### config.mk
export PLATFORM = sky130hd
export DESIGN_NAME = watchdog_service_timer
export DESIGN_NICKNAME = d
export VERILOG_FILES = /design/src/hdl/wd_prescaler.v /design/src/hdl/watchdog_service_timer.v
export VERILOG_INCLUDE_DIRS = /design/src /design/src/hdl
export SDC_FILE = /design/constraint.sdc
export NUM_CORES = 1
export LEC_CHECK = 0
export BUFFER_PORTS_ARGS = -buffer_cell sky130_fd_sc_hd__buf_2
export CAP_MARGIN = 0
export CORE_MARGIN = 10
export CORE_UTILIZATION = 55
export DETAILED_ROUTE_END_ITERATION = 8
export PLACE_DENSITY = 0.89
export SLEW_MARGIN = 40
export SYNTH_ARGS = -nofsm -noshare
export SYNTH_HDL_FRONTEND = slang
export SYNTH_SLANG_ARGS = --single-unit
### constraint.sdc
create_clock -name ref_clk -period 3 [get_ports ref_clk]
set_input_delay 0.6 -clock ref_clk [delete_from_list [all_inputs] [get_ports ref_clk]]
set_output_delay 0.6 -clock ref_clk [all_outputs]
set_load 0.005 [all_outputs]
### src/hdl/watchdog_map.vh
/*
 Register map, field positions, reset values, service keys and timing
 figures of the watchdog service timer.
 Assumes a 32-bit register port with byte addresses; data sit in the
 low 16 bits and upper bits read as zero.
*/
`ifndef WATCHDOG_MAP_VH
`define WATCHDOG_MAP_VH

// Register byte offsets
`define WD_OFF_CTRL 8'h00
`define WD_OFF_MODULUS 8'h04
`define WD_OFF_COUNT 8'h08
`define WD_OFF_SERVICE 8'h0c
`define WD_OFF_IRQ_STATUS 8'h10
`define WD_OFF_IRQ_ENABLE 8'h14
`define WD_OFF_IRQ_CLEAR 8'h18

// Control field positions
`define WD_CTRL_EN 0
`define WD_CTRL_HALTED 1
`define WD_CTRL_DOZE 2
`define WD_CTRL_WAIT 3
`define WD_CTRL_WIDTH 4

// Interrupt status bit positions
`define WD_IRQ_SERVICED 0
`define WD_IRQ_TIMEOUT 1
`define WD_IRQ_KEY_ERROR 2
`define WD_IRQ_WIDTH 3

// Reset values
`define WD_CTRL_RESET 4'he
`define WD_MOD_RESET 16'hffff

// Service keys
`define WD_KEY_FIRST 16'h5555
`define WD_KEY_SECOND 16'haaaa

// Prescaler divide ratio in system clocks
`define WD_PRESCALE_DIV 8192

`endif

### src/hdl/wd_prescaler.v
/*
 Prescaler of the watchdog: divides the system clock and gives one
 tick per DIV clocks while running.
 Assumes a synchronised active-low reset and a single clock.
*/
`timescale 1ns/100ps
`default_nettype none
`include "watchdog_map.vh"

module wd_prescaler
#(
   parameter DIV = `WD_PRESCALE_DIV
)
(
   // Clock and reset
   input wire ref_clk,
   input wire rst_n,
   // Control
   input wire run,
   input wire clear,
   // Terminal count
   output wire tick
);

   localparam WIDTH = (DIV > 1) ? $clog2(DIV) : 1;
   // Cut to the divider width on purpose; wraps right for powers of two
   localparam [WIDTH-1:0] LAST = DIV[WIDTH-1:0] - 1'b1;

   reg [WIDTH-1:0] preCount; // Divider state

   ////////////////////////////////////////////////////////////////////
   // Divider, cleared on reset and on every counter load
   always @(posedge ref_clk or negedge rst_n)
   begin
      if (!rst_n)
      begin
         preCount <= {WIDTH{1'b0}};
      end
      else if (clear)
      begin
         preCount <= {WIDTH{1'b0}};
      end
      else if (run)
      begin
         // Wrap at terminal count
         if (preCount == LAST)
            preCount <= {WIDTH{1'b0}};
         else
            preCount <= preCount + 1'b1;
      end
   end

   // Held still while not running
   assign tick = run && !clear && (preCount == LAST);

endmodule
`default_nettype wire

### src/hdl/watchdog_service_timer.v
/*
 Watchdog service timer: write-once control and modulus registers, a
 prescaled 16-bit down-counter, the two-key service sequence, the
 timeout request to the reset controller and an interrupt block.
 Assumes the bus master, halt and low-power mode flags run on ref_clk;
 the reset controller resets this block after a timeout.
*/
// The address-and-strobe port and the register offsets are this design's own decisions.
`timescale 1ns/100ps
`default_nettype none
`include "watchdog_map.vh"

module watchdog_service_timer
#(
   parameter PRESCALE_DIV = `WD_PRESCALE_DIV
)
(
   // Clock and reset
   input wire ref_clk,
   input wire rst_n,
   // Register port
   input wire [7:0] regAddr,
   input wire [31:0] regWrData,
   input wire regWrite,
   input wire regRead,
   output reg [31:0] regRdData,
   // Processor mode flags
   input wire haltedMode,
   input wire waitMode,
   input wire dozeMode,
   // Reset controller request
   output reg timeoutReset,
   // Interrupt
   output wire irq
);

   ////////////////////////////////////////////////////////////////////
   // Local constants

   // Service sequence states
   localparam [0:0] SVC_FIRST = 1'b0;
   localparam [0:0] SVC_SECOND = 1'b1;

   ////////////////////////////////////////////////////////////////////
   // Functions

   // Address match for a strobe
   function hit;
      input [7:0] addr;
      input [7:0] offset;
      input strobe;
      begin
         hit = strobe && (addr == offset);
      end
   endfunction

   ////////////////////////////////////////////////////////////////////
   // Declarations

   reg rstMeta_n; // Reset synchroniser first stage
   reg rstSync_n; // Synchronised reset used by the block

   reg [`WD_CTRL_WIDTH-1:0] ctrl; // Timer control register
   reg ctrlLocked; // Control already written
   reg [15:0] modulus; // Reload value field
   reg modLocked; // Modulus already written
   reg [15:0] count; // Current count field
   reg svcState; // Service sequence state
   reg [`WD_IRQ_WIDTH-1:0] irqStatus; // Sticky event bits
   reg [`WD_IRQ_WIDTH-1:0] irqEnable; // Interrupt enables
   reg [31:0] next_regRdData; // Read data for next cycle
   reg next_svcState; // Service state next value

   wire ctrlWr; // Control register written
   wire ctrlAccept; // Control write takes effect
   wire modWr; // Modulus register written
   wire modAccept; // Modulus write takes effect
   wire svcWr; // Service register written
   wire keyFirst; // First key seen
   wire keySecond; // Second key seen
   wire serviced; // Sequence completed
   wire keyError; // Sequence broken
   wire irqClrWr; // Interrupt clear written
   wire loadCount; // Any load of the counter
   wire enabled; // Enable bit
   wire stopped; // A stop condition is active
   wire running; // Counter may advance
   wire tick; // Prescaler terminal count
   wire expire; // Counter reached zero
   wire [`WD_IRQ_WIDTH-1:0] irqEvent; // Events this cycle

   ////////////////////////////////////////////////////////////////////
   // Reset release through two flip-flops
   always @(posedge ref_clk or negedge rst_n)
   begin
      if (!rst_n)
      begin
         rstMeta_n <= 1'b0;
         rstSync_n <= 1'b0;
      end
      else
      begin
         rstMeta_n <= 1'b1;
         rstSync_n <= rstMeta_n;
      end
   end

   ////////////////////////////////////////////////////////////////////
   // Write decode

   // Control and modulus writes
   assign ctrlWr = hit(regAddr, `WD_OFF_CTRL, regWrite);
   assign modWr = hit(regAddr, `WD_OFF_MODULUS, regWrite);
   // Write-once guard lifted in halted mode
   assign ctrlAccept = ctrlWr && (!ctrlLocked || haltedMode);
   assign modAccept = modWr && (!modLocked || haltedMode);

   // Service key decode
   assign svcWr = hit(regAddr, `WD_OFF_SERVICE, regWrite);
   assign keyFirst = svcWr && (regWrData[15:0] == `WD_KEY_FIRST);
   assign keySecond = svcWr && (regWrData[15:0] == `WD_KEY_SECOND);
   // Second key only counts after the first
   assign serviced = keySecond && (svcState == SVC_SECOND);
   // Any other value breaks the sequence
   assign keyError = svcWr && !keyFirst && !keySecond;

   // Interrupt clear register
   assign irqClrWr = hit(regAddr, `WD_OFF_IRQ_CLEAR, regWrite);

   // Count writes have no decode at all and end like any write

   ////////////////////////////////////////////////////////////////////
   // Run conditions

   assign enabled = ctrl[`WD_CTRL_EN];
   // Low-power and halted stops
   assign stopped = (ctrl[`WD_CTRL_WAIT] && waitMode) ||
                    (ctrl[`WD_CTRL_DOZE] && dozeMode) ||
                    (ctrl[`WD_CTRL_HALTED] && haltedMode);
   assign running = enabled && !stopped;
   // Both load sources clear the prescaler
   assign loadCount = modAccept || serviced;

   ////////////////////////////////////////////////////////////////////
   // Prescaler
   wd_prescaler
   #(
      .DIV(PRESCALE_DIV)
   )
   u_prescaler
   (
      .ref_clk(ref_clk),
      .rst_n(rstSync_n),
      .run(running),
      .clear(loadCount),
      .tick(tick)
   );

   ////////////////////////////////////////////////////////////////////
   // Control register, write-once
   always @(posedge ref_clk or negedge rstSync_n)
   begin
      if (!rstSync_n)
      begin
         ctrl <= `WD_CTRL_RESET;
         ctrlLocked <= 1'b0;
      end
      else if (ctrlAccept)
      begin
         ctrl <= regWrData[`WD_CTRL_WIDTH-1:0];
         // Halted-mode writes leave the register open
         if (!haltedMode)
            ctrlLocked <= 1'b1;
      end
   end

   ////////////////////////////////////////////////////////////////////
   // Modulus register, write-once
   always @(posedge ref_clk or negedge rstSync_n)
   begin
      if (!rstSync_n)
      begin
         modulus <= `WD_MOD_RESET;
         modLocked <= 1'b0;
      end
      else if (modAccept)
      begin
         // Kept for every later reload
         modulus <= regWrData[15:0];
         // Halted-mode writes leave the register open
         if (!haltedMode)
            modLocked <= 1'b1;
      end
   end

   ////////////////////////////////////////////////////////////////////
   // Watchdog down-counter
   always @(posedge ref_clk or negedge rstSync_n)
   begin
      if (!rstSync_n)
      begin
         count <= `WD_MOD_RESET;
      end
      else if (modAccept)
      begin
         // New modulus goes straight in
         count <= regWrData[15:0];
      end
      else if (serviced)
      begin
         // Reload from stored modulus
         count <= modulus;
      end
      else if (tick && (count != 16'h0000))
      begin
         // One step per prescaler tick
         count <= count - 16'h0001;
      end
   end

   ////////////////////////////////////////////////////////////////////
   // Expiry and reset request

   // Zero while running without a pending reload
   assign expire = running && (count == 16'h0000) && !loadCount;

   // Request held until the system reset arrives
   always @(posedge ref_clk or negedge rstSync_n)
   begin
      if (!rstSync_n)
      begin
         timeoutReset <= 1'b0;
      end
      else if (expire)
      begin
         timeoutReset <= 1'b1;
      end
   end

   ////////////////////////////////////////////////////////////////////
   // Service sequence state machine
   always @*
   begin
      next_svcState = svcState;
      case (svcState)
         SVC_FIRST:
         begin
            // Only the first key advances
            if (keyFirst)
               next_svcState = SVC_SECOND;
         end
         SVC_SECOND:
         begin
            // Done or broken both restart
            if (keySecond)
               next_svcState = SVC_FIRST;
            else if (keyError)
               next_svcState = SVC_FIRST;
         end
         default:
         begin
            next_svcState = SVC_FIRST;
         end
      endcase
   end

   // State register
   always @(posedge ref_clk or negedge rstSync_n)
   begin
      if (!rstSync_n)
         svcState <= SVC_FIRST;
      else
         svcState <= next_svcState;
   end

   ////////////////////////////////////////////////////////////////////
   // Interrupt block

   // Events of this cycle
   assign irqEvent[`WD_IRQ_SERVICED] = serviced;
   assign irqEvent[`WD_IRQ_TIMEOUT] = expire && !timeoutReset;
   assign irqEvent[`WD_IRQ_KEY_ERROR] = keyError;

   // Sticky bits, a new event wins over a clear
   genvar gi;
   generate
      for (gi = 0; gi < `WD_IRQ_WIDTH; gi = gi + 1)
      begin : g_sticky
         always @(posedge ref_clk or negedge rstSync_n)
         begin
            if (!rstSync_n)
               irqStatus[gi] <= 1'b0;
            else if (irqEvent[gi])
               irqStatus[gi] <= 1'b1;
            else if (irqClrWr && regWrData[gi])
               irqStatus[gi] <= 1'b0;
         end
      end
   endgenerate

   // Enable register
   always @(posedge ref_clk or negedge rstSync_n)
   begin
      if (!rstSync_n)
         irqEnable <= {`WD_IRQ_WIDTH{1'b0}};
      else if (hit(regAddr, `WD_OFF_IRQ_ENABLE, regWrite))
         irqEnable <= regWrData[`WD_IRQ_WIDTH-1:0];
   end

   // Level interrupt
   assign irq = |(irqStatus & irqEnable);

   ////////////////////////////////////////////////////////////////////
   // Read mux, data one cycle after the strobe
   always @*
   begin
      next_regRdData = 32'h0000_0000;
      if (regRead)
      begin
         case (regAddr)
            `WD_OFF_CTRL:
               next_regRdData[`WD_CTRL_WIDTH-1:0] = ctrl;
            `WD_OFF_MODULUS:
               next_regRdData[15:0] = modulus;
            `WD_OFF_COUNT:
               next_regRdData[15:0] = count;
            `WD_OFF_IRQ_STATUS:
               next_regRdData[`WD_IRQ_WIDTH-1:0] = irqStatus;
            `WD_OFF_IRQ_ENABLE:
               next_regRdData[`WD_IRQ_WIDTH-1:0] = irqEnable;
            default:
               // Service, clear and unmapped read as zero
               next_regRdData = 32'h0000_0000;
         endcase
      end
   end

   // Read data register, zero outside read answers
   always @(posedge ref_clk or negedge rstSync_n)
   begin
      if (!rstSync_n)
         regRdData <= 32'h0000_0000;
      else
         regRdData <= next_regRdData;
   end

endmodule
`default_nettype wire

# Word level (Yosys, flattened, before mapping)
# Index checks and enable logic that the tools add are counted.
dict set report word_totals {
  reg_bits 77
  word_cells 97
}
dict set report classes {
  n_addsub 2
  eq_ne 9
  n_mux 20
  n_bitwise 3
  reduce_logical 48
}
# op n
set op_table {}
lappend op_table {{16-bit 2-to-1 mux} 4}
lappend op_table {{13-bit 2-to-1 mux} 3}
lappend op_table {{1-bit logical AND} 25}
lappend op_table {{8-bit by 5-bit equality test with 1-bit output (second input constant)} 3}
lappend op_table {{12-bit one-hot mux with 2 select lines} 1}
lappend op_table {{16-bit by 15-bit equality test with 1-bit output (second input constant)} 1}
lappend op_table {{16-bit equality test (second input constant)} 1}
lappend op_table {{8-bit by 4-bit equality test with 1-bit output (second input constant)} 2}
lappend op_table {{16-bit logical NOT} 1}
lappend op_table {{16-bit nonzero test} 1}
lappend op_table {{16-bit by 1-bit subtractor with 16-bit output (second input constant)} 1}
lappend op_table {{3-bit one-hot mux with 5 select lines} 1}
lappend op_table {{13-bit by 1-bit adder with 13-bit output (second input constant)} 1}
lappend op_table {{13-bit equality test (second input constant)} 1}
lappend op_table {{1-bit 2-to-1 mux} 9}
lappend op_table {{8-bit by 3-bit equality test with 1-bit output (second input constant)} 1}
lappend op_table {{8-bit logical NOT} 1}
lappend op_table {{2-bit nonzero test} 4}
lappend op_table {{1-bit logical NOT} 7}
lappend op_table {{1-bit logical OR} 5}
lappend op_table {{2-bit AND reduction} 2}
lappend op_table {{3-bit bitwise AND} 1}
lappend op_table {{1-bit one-hot mux with 3 select lines} 1}
lappend op_table {{3-bit nonzero test} 1}
lappend op_table {{3 further kinds} 4}

# Logic depth before layout (Yosys ltp)
# Gate-level depths: netlist of the first run.
dict set report depth {
  word_depth 12
  mapped_depth 8
  depth_no_buf 7
}

# Modules after synthesis
# Synthesis of the first run repeated with hierarchy kept, for this count alone.
dict set report hier_totals {
  cells_unflattened 439
  hier_area_um2 4379.2
}
# module n_inst cells_each area_per_inst_um2 seq_area_each_um2
set by_module_without_submodules {}
lappend by_module_without_submodules {watchdog_service_timer 1 365 3684.8 1645.3}
lappend by_module_without_submodules {wd_prescaler 1 74 694.4 325.3}

# Worst setup path before layout of the first run
# OpenSTA, ideal clock, no wires.
dict set report synth_path {
  path_type {input to register}
  startpoint {input regAddr[5]}
  endpoint {register count[3]}
  setup_ns 0.092
  arrival_ns 2.501
  required_time_ns 2.908
  path_slack_ns 0.407
  cell_stages 7
  n_path_buf 2
  cell_sequence {or4_1 buf_2 or3_4 clkbuf_1 or4_1 o211ai_1 a31oi_1}
}
dict set report synth_via {
  elab_chain_cells 10
  word_cells_on_any_way 15
  classes_between {2 x eq/ne; 2 x mux; 11 x reduce/logical}
}
# item line_no
set synth_rtl {}
lappend synth_rtl {{from (decl)} watchdog_service_timer.v:22} ;# input wire [7:0] regAddr,
lappend synth_rtl {{8-bit by 4-bit equality test with 1-bit output} watchdog_service_timer.v:53} ;# hit = strobe && (addr == offset);
lappend synth_rtl {{1-bit logical AND} watchdog_service_timer.v:53}
lappend synth_rtl {{1-bit logical AND} watchdog_service_timer.v:121} ;# assign keySecond = svcWr && (regWrData[15:0] == `WD_KEY_SECOND);
lappend synth_rtl {{1-bit logical AND} watchdog_service_timer.v:123} ;# assign serviced = keySecond && (svcState == SVC_SECOND);
lappend synth_rtl {{1-bit logical OR} watchdog_service_timer.v:142} ;# assign loadCount = modAccept || serviced;
lappend synth_rtl {{1-bit logical NOT} wd_prescaler.v:54} ;# assign tick = run && !clear && (preCount == LAST);
lappend synth_rtl {{1-bit logical AND (2 in series)} wd_prescaler.v:54}
lappend synth_rtl {{1-bit logical AND} watchdog_service_timer.v:214} ;# else if (tick && (count != 16'h0000))
lappend synth_rtl {{3-bit nonzero test (no line)} -}
lappend synth_rtl {{to (signal assigned)} watchdog_service_timer.v:207} ;# count <= regWrData[15:0];
lappend synth_rtl {{to (signal assigned)} watchdog_service_timer.v:212} ;# count <= modulus;
lappend synth_rtl {{to (signal assigned)} watchdog_service_timer.v:217} ;# count <= count - 16'h0001;
lappend synth_rtl {{to (decl)} watchdog_service_timer.v:67} ;# reg [15:0] count;
# Parallel ways exist; a longest one is shown, timed or not.
# A chain may end at the register's enable or synchronous reset.

# Worst setup path in the final report of the first run
dict set report layout_path {
  startpoint {input regAddr[5]}
  endpoint {register count[12]}
}
# The elaborated chain is that of the path after synthesis.

==> results of run 1 <==
==> kinds of logic after synthesis <==
logic type | count (synthesis)
AND/OR/NAND/NOR | 196
AO/OA/AOI/OAI | 97
flip-flops | 77
buffers and inverters | 46
XOR/XNOR | 12
multiplexers | 12
adder cells (fa/ha/maj) | 3
other | 2
==> cell type report <==
type,instances,area [sq um]
clock inverters,4,70.1
fillers,616,2740
inverters,8,30.0
flip-flops and latches,77,1970
clock buffers,12,155
repair buffers,68,418
multi-input cells,337,2170
well taps,102,128
==> power by group through the flow <==
stage	Sequential [W]	Clock, W	Combinational (W)
floorplan	0.00117	0	0.000224
global placement	0.00118	0	0.000285
detailed placement	0.00119	0	0.000299
CTS	0.00117	0.000906	0.000304
global route	0.00118	0.000945	0.000343
finish	0.00117	0.000905	0.000309
==> routing by layer <==
metal	up-vias	track usage, %	part of all wire [%]
met1	1925	24.4	39
li1	1742	-	-
met3	50	3.95	9.4
met4	0	12.6	4.0
met5	-	0	0
met2	240	33.4	48
==> worst register-to-register path: cells and delay by family, from the launching register on <==
| family | cells | cell delay [ns] |
|---|---|---|
| and+or+nand+nor | 4 | 1.39 |
| adders and majority gates | 1 | 0.22 |
| AOI/OAI and AO/OA | 1 | 0.27 |
| DFF | 1 | 0.42 |
==> cell usage after synthesis (10+ instances only) <==
master,n
dfrtp_1,42
o211ai_1,11
nor3_1,24
nand4_1,10
buf_4,16
or4_1,12
nand2_1,57
nor2b_1,14
nor2_1,18
a31oi_1,16
dfstp_2,35
a22oi_1,12
clkbuf_1,18
==> through the flow <==
step           instance area [sq um]  util, %  setup slack, ns
2_1_floorplan                   4380        -            0.407
3_3_place_gp                    4710     61.2            0.204
3_5_place_dp                    4710     61.3           0.0799
4_1_cts                         4950     64.4            0.465
5_1_grt                         4950     64.4            0.298
6_report                        4950     64.4            0.417
==> flip-flops by register name, summed over array words and instances (netlist names) <==
| signal | count |
|---|---|
| count | 16 |
| u_prescaler.preCount | 13 |
| modLocked | 1 |
| rstSync_n | 1 |
| svcState | 1 |
| ctrl | 4 |
| regRdData | 16 |
| modulus | 16 |
| rstMeta_n | 1 |
| irqStatus | 3 |
| ctrlLocked | 1 |
| irqEnable | 3 |
| timeoutReset | 1 |
==> cells in the final DEF, fill, tap and decap left out, types with 6 or more instances in the layout <==
cell type,synthesis,final
o21ai_0,7,7
and2_1,6,6
clkbuf_8,0,11
a31oi_1,16,16
inv_1,8,8
dfrtp_1,42,41
or4_1,12,12
or3_1,8,8
dfstp_2,35,35
xnor2_1,8,8
a22oi_1,12,12
a21oi_1,7,7
o211ai_1,11,11
nand4_1,10,10
nor2_1,18,18
nand2b_1,6,6
conb_1,2,17
buf_2,3,48
nand3_1,7,7
buf_4,16,17
nand2_1,57,57
nor3_1,24,24
nor4_1,7,6
mux2_2,8,8
a21o_1,8,8
nor2b_1,14,14
==> path summary, 6_finish.rpt <==
path | startpoint | to | slack [ns] | cells past startpoint
worst min-delay path | rstSync_n | svcState | 0.31 | 0
worst max-delay path | regAddr[5] | count[12] | 0.42 | 8
worst max register to register | u_prescaler.preCount[0] | count[15] | 0.65 | 6
max in group asynchronous | rstSync_n | modulus[14] | 2.04 | 1
min in group ref_clk | rstMeta_n | rstSync_n | 0.37 | 0
worst min register to register | rstSync_n | svcState | 0.31 | 0
==> flow_summary.toml, run 1 <==
[critical_path]
timing.critical_path.fanout_max = 9
cpLargestDelayFamily = "simple AND/OR/NAND/NOR gates"
worstSetupPathType = "in -> reg"
start_kind = "input pin"
cp_data_required_time_ns = 3.30
crit_top_cell = "buf_4"
cp.arrival_ns = 2.88
critical_path.max_stage_delay_ns = 0.62
path_buf_inv = 3
end_kind = "flop"
path_cells = "buf_2, or4_1, buf_4, nor4_2, a31oi_1, nand2_1, buf_4, a31o_1"
cp_slowest_cell = "or4_1"

[route]
firstDrtPassIters = 6
vias_per_cell = 6.51
drtIter0Drc = 349
routedWlPerCell_um = 19.7
wirelength_um = 12000
ant_nets = 0
drc_errors = 0
via_count = 3957

[timing]
setup_tns_ns = 0
tightest_slew_ns = 0.844
slew_violations = 0
final.setup_skew_ns = 0.0112
period_minus_slack_ns = 2.58
holdWs_ns = 0.314
fmax_mhz = 387
period_share_pct = 86.1
max-slew-margin-rel_pct = 43.6
hold_violations = 0
setup_viol = 0
rsz0062_at_grt = "no"

[finish]
instances_no_fill = 608
n_antenna_cell = 0
drive_gt1_share_pct = 28.1
areaGrowthSynthToFinish_pct = 14.6
nets = 551

[yosys]
ys.flop_type = "dfrtp_1"
synth_simple_gate_area_share_pct = 25.5
yosysSeqAreaShare_pct = 45.6
syn_area_per_cell_sq_um = 9.71
synth-seq-cells = 77
syn_area_sq_um = 4320
netlist_top_cells_area = "dfrtp_1 24%, dfstp_2 21%, nand2_1 5.0%, nor3_1 2.8%, buf_4 2.8%"
synth-async-reset-ratio_pct = 100
synth_top_family_by_area = "simple AND/OR/NAND/NOR gates"
synth_mux_area_share_pct = 3.01
yosys.area_share.adder_pct = 0.869
synth-compound-area-share_pct = 16.8
synth-xor-area-share_pct = 2.43
netlist_instances = 445
synth_top_area_cell = "dfrtp_1"
yosys_warnings = 0
synth_cell_type_count = 62
synth-edff-count = 0
yosysTopAreaCellShare_pct = 24.3

[clock_network]
cts_sinks = 77
cts_buffer_depth = 2
insertion_delay_ns = 0.36
root_buffer = "clkbuf_8"
post_cts_buffers = 0
cts_tree = "built"
cts_hold_buffers = 1
cts.clk_slew.worst_paths_ns = 0.08
cts.repair.resized = 0
cts_buffers = 9
h-tree-depth = 3

[pwr]
net-switching-power_w = 0.000632
irDropWorstVdd_mv = 0.315
combinationalPowerShare_pct = 13.0
power_leakage_nw = 2.17
powerDensity_nw_per_um2 = 482
p_clk_share_pct = 37.9
seqPwrFrac_pct = 49.1
internal_power_w = 0.00175
p_total_w = 0.00239
swShare_pct = 26.5

[place]
place.gp.congestion = 0.922
place_inst = 591
dp_hpwl_um = 8400
port-buffer-count = 48

[die]
ios = 81
num_rows = 32
dieHeight_um = 109
die_w_um = 109
core_sq_um = 7690
start_util_pct = 56.2
fp.dieArea_sq_um = 11800

[grt]
grt_pass1_wl_um = 19200
track_usage_pct = 20.4
antenna_found_initial = 0
grt_remaining_overflow = 0
grt_pass1_vias = 3898
grt_max_degree = 39

[flow_run]
max-cap-violations = 0

[hold_path]
hold_class = "reg -> async"

[status]
outcome = "finished, final reports clean"
No activity file was read; power rests on OpenSTA's default activity.
==> run 2: changes to the inputs <==
Settings changed: ABC_AREA set to 1.
==> flow_summary.toml, run 2 <==
[critical_path]
cp.arrival_ns = 2.41
critical_path.max_stage_delay_ns = 0.40
end_kind = "flop"
start_kind = "flop"
cp_slowest_cell = "dfstp_2"
path_buf_inv = 2
crit_top_cell = "nand2_1"
cp_data_required_time_ns = 3.30
worstSetupPathType = "reg -> reg"
timing.critical_path.fanout_max = 17
cpLargestDelayFamily = "simple AND/OR/NAND/NOR gates"
path_cells = "nor2_1, nand2_1, nor2_1, nand3_1, nand3_1, nand2_4, inv_2, nand2_1, nand2_1, inv_1"

[yosys]
ys.flop_type = "dfrtp_1"
netlist_instances = 622
synth-edff-count = 0
synth_cell_type_count = 34
yosys_warnings = 0
syn_area_sq_um = 4420
synth_common_cells = "261 x nand2_1, 62 x nor2_1, 56 x inv_1"
yosysTopAreaCellShare_pct = 23.8
synth-async-reset-ratio_pct = 100
netlist_top_cells_area = "dfrtp_1 24%, nand2_1 22%, dfstp_2 21%, nor2_1 5.3%, inv_1 4.8%"
synth_top_area_cell = "dfrtp_1"
synth-seq-cells = 77
synth.most_common_cell = "nand2_1"
yosysSeqAreaShare_pct = 44.6
syn_area_per_cell_sq_um = 7.11

[die]
ios = 81
core_sq_um = 7770
dieHeight_um = 110
die_w_um = 110
num_rows = 32
start_util_pct = 56.9
fp.dieArea_sq_um = 12000

[route]
wirelength_um = 11700
vias_per_cell = 5.39
firstDrtPassIters = 6
via_count = 4225
drc_errors = 0
drtIter0Drc = 632
ant_nets = 0
routedWlPerCell_um = 14.9

[finish]
nets = 727
final_cell_mix = "261 x nand2_1, 62 x nor2_1, 56 x inv_1"
n_antenna_cell = 0
nFillCells = 643
final_common_cell = "nand2_1"
drive_gt1_share_pct = 17.0
largest_registers = "count: 16 flops, modulus: 16 flops, regRdData: 16 flops"
areaGrowthSynthToFinish_pct = 13.7

[timing]
rsz0062_at_grt = "no"
period_share_pct = 70.3
hold_violations = 0
fin_ws_ns = 0.891
setup_tns_ns = 0
max-slew-margin-rel_pct = 59.0
tightest_slew_ns = 0.614
holdWs_ns = 0.299
slew_violations = 0
final.setup_skew_ns = 0.0121
setup_viol = 0
fmax_mhz = 474
period_minus_slack_ns = 2.11

[clock_network]
cts.repair.resized = 0
insertion_delay_ns = 0.37
cts_sinks = 77
cts_buffers = 9
root_buffer = "clkbuf_8"
h-tree-depth = 3
cts.clk_slew.worst_paths_ns = 0.09
cts_buffer_depth = 2
cts_tree = "built"

[grt]
grt_max_degree = 41
grt_remaining_overflow = 0
antenna_found_initial = 0
track_usage_pct = 19.6
grt_pass1_wl_um = 18900
grt_pass1_vias = 4103

[place]
port-buffer-count = 48
pre_cts_ws_ns = 0.729
dp_hpwl_um = 8190
place.gp.congestion = 0.926

[flow_run]
max-cap-violations = 0

[status]
outcome = "finished, final reports clean"

[hold_path]
hold_class = "reg -> async"

[pwr]
p_total_w = 0.00268
power_leakage_nw = 2.60
irDropWorstVdd_mv = 0.273
powerDensity_nw_per_um2 = 533
-- run 2: changes by cell type in the layout (fill, tap and decap cells not counted), moves of 12 or more --
cell     before  now
inv_1         8   56
or4_1        12    0
a22oi_1      12    0
nor2_1       18   62
nor2b_1      14    0
nand2_1      57  261
nand3_1       7   40
nor3_1       24    6
buf_4        17    5
o21ai_0       7   21
a31oi_1      16    0
-- run 2: what timing repair did --
item,4_1_cts,5_1_grt
buffers inserted,0,0
endpoints found under the hold margin,2,0
hold buffers,1,0
-- run 2: per-stage QoR --
stage,area (sq um),util [%],cells
6_report,5030,64.7,784
5_1_grt,5030,64.7,784
4_1_cts,5020,64.7,784
3_5_place_dp,4730,60.9,767
3_3_place_gp,4730,60.9,767
2_1_floorplan,4480,-,637
-- run 2: logic make-up after synthesis --
kind of cell / count (synthesis) / share of synthesized area, %
buffers and inverters: 86 / 9.17
AOI/OAI and AO/OA: 51 / 6.14
and+or+nand+nor: 388 / 36.2
DFF: 77 / 44.6
adders and majority gates: 3 / 0.849
xor gates and xnor gates: 15 / 2.97
other: 2 / 0.170
-- run 2: worst register-to-register path: cells and delay by family (launching register included) --
kind          cells  cell delay [ns]
flops             1             0.40
simple gates      8             1.30
buf+inv           2             0.36
-- run 2: power breakdown --
part / internal, W / total (W) / switching (W)
logic: 0.000147 / 0.000389 / 0.000241
clock network: 0.000723 / 0.00113 / 0.000402
registers: 0.00111 / 0.00117 / 0.0000577
-- run 2: worst paths after layout --
| check | from | to | slack (ns) | cells past startpoint |
|---|---|---|---|---|
| setup reg to reg | count[10] | count[15] | 0.89 | 10 |
| hold reg to reg | rstSync_n | regRdData[13] | 0.30 | 0 |
| hold / removal | rstSync_n | regRdData[13] | 0.30 | 0 |
| max in group asynchronous | rstSync_n | count[5] | 2.06 | 1 |
| setup / recovery | count[10] | count[15] | 0.89 | 10 |
| min in group ref_clk | rstMeta_n | rstSync_n | 0.37 | 0 |
-- run 2: routing by layer --
metal	GRT usage (%)	up-vias	share of wire (%)
met2	33.9	221	49
met4	11.0	0	3.7
li1	-	2025	-
met1	23.0	1938	39
met5	0	-	0
met3	2.69	41	7.9
-- run 2: area by class of cell --
cell class | count | area [sq um] | area share, %
Multi-Input combinational cell | 474 | 2100 | 41.8
Tap cell | 102 | 128 | 2.54
Inverter | 60 | 228 | 4.53
Clock inverter | 6 | 159 | 3.16
Sequential cell | 77 | 1970 | 39.3
Clock buffer | 10 | 128 | 2.54
Timing Repair Buffer | 55 | 308 | 6.12
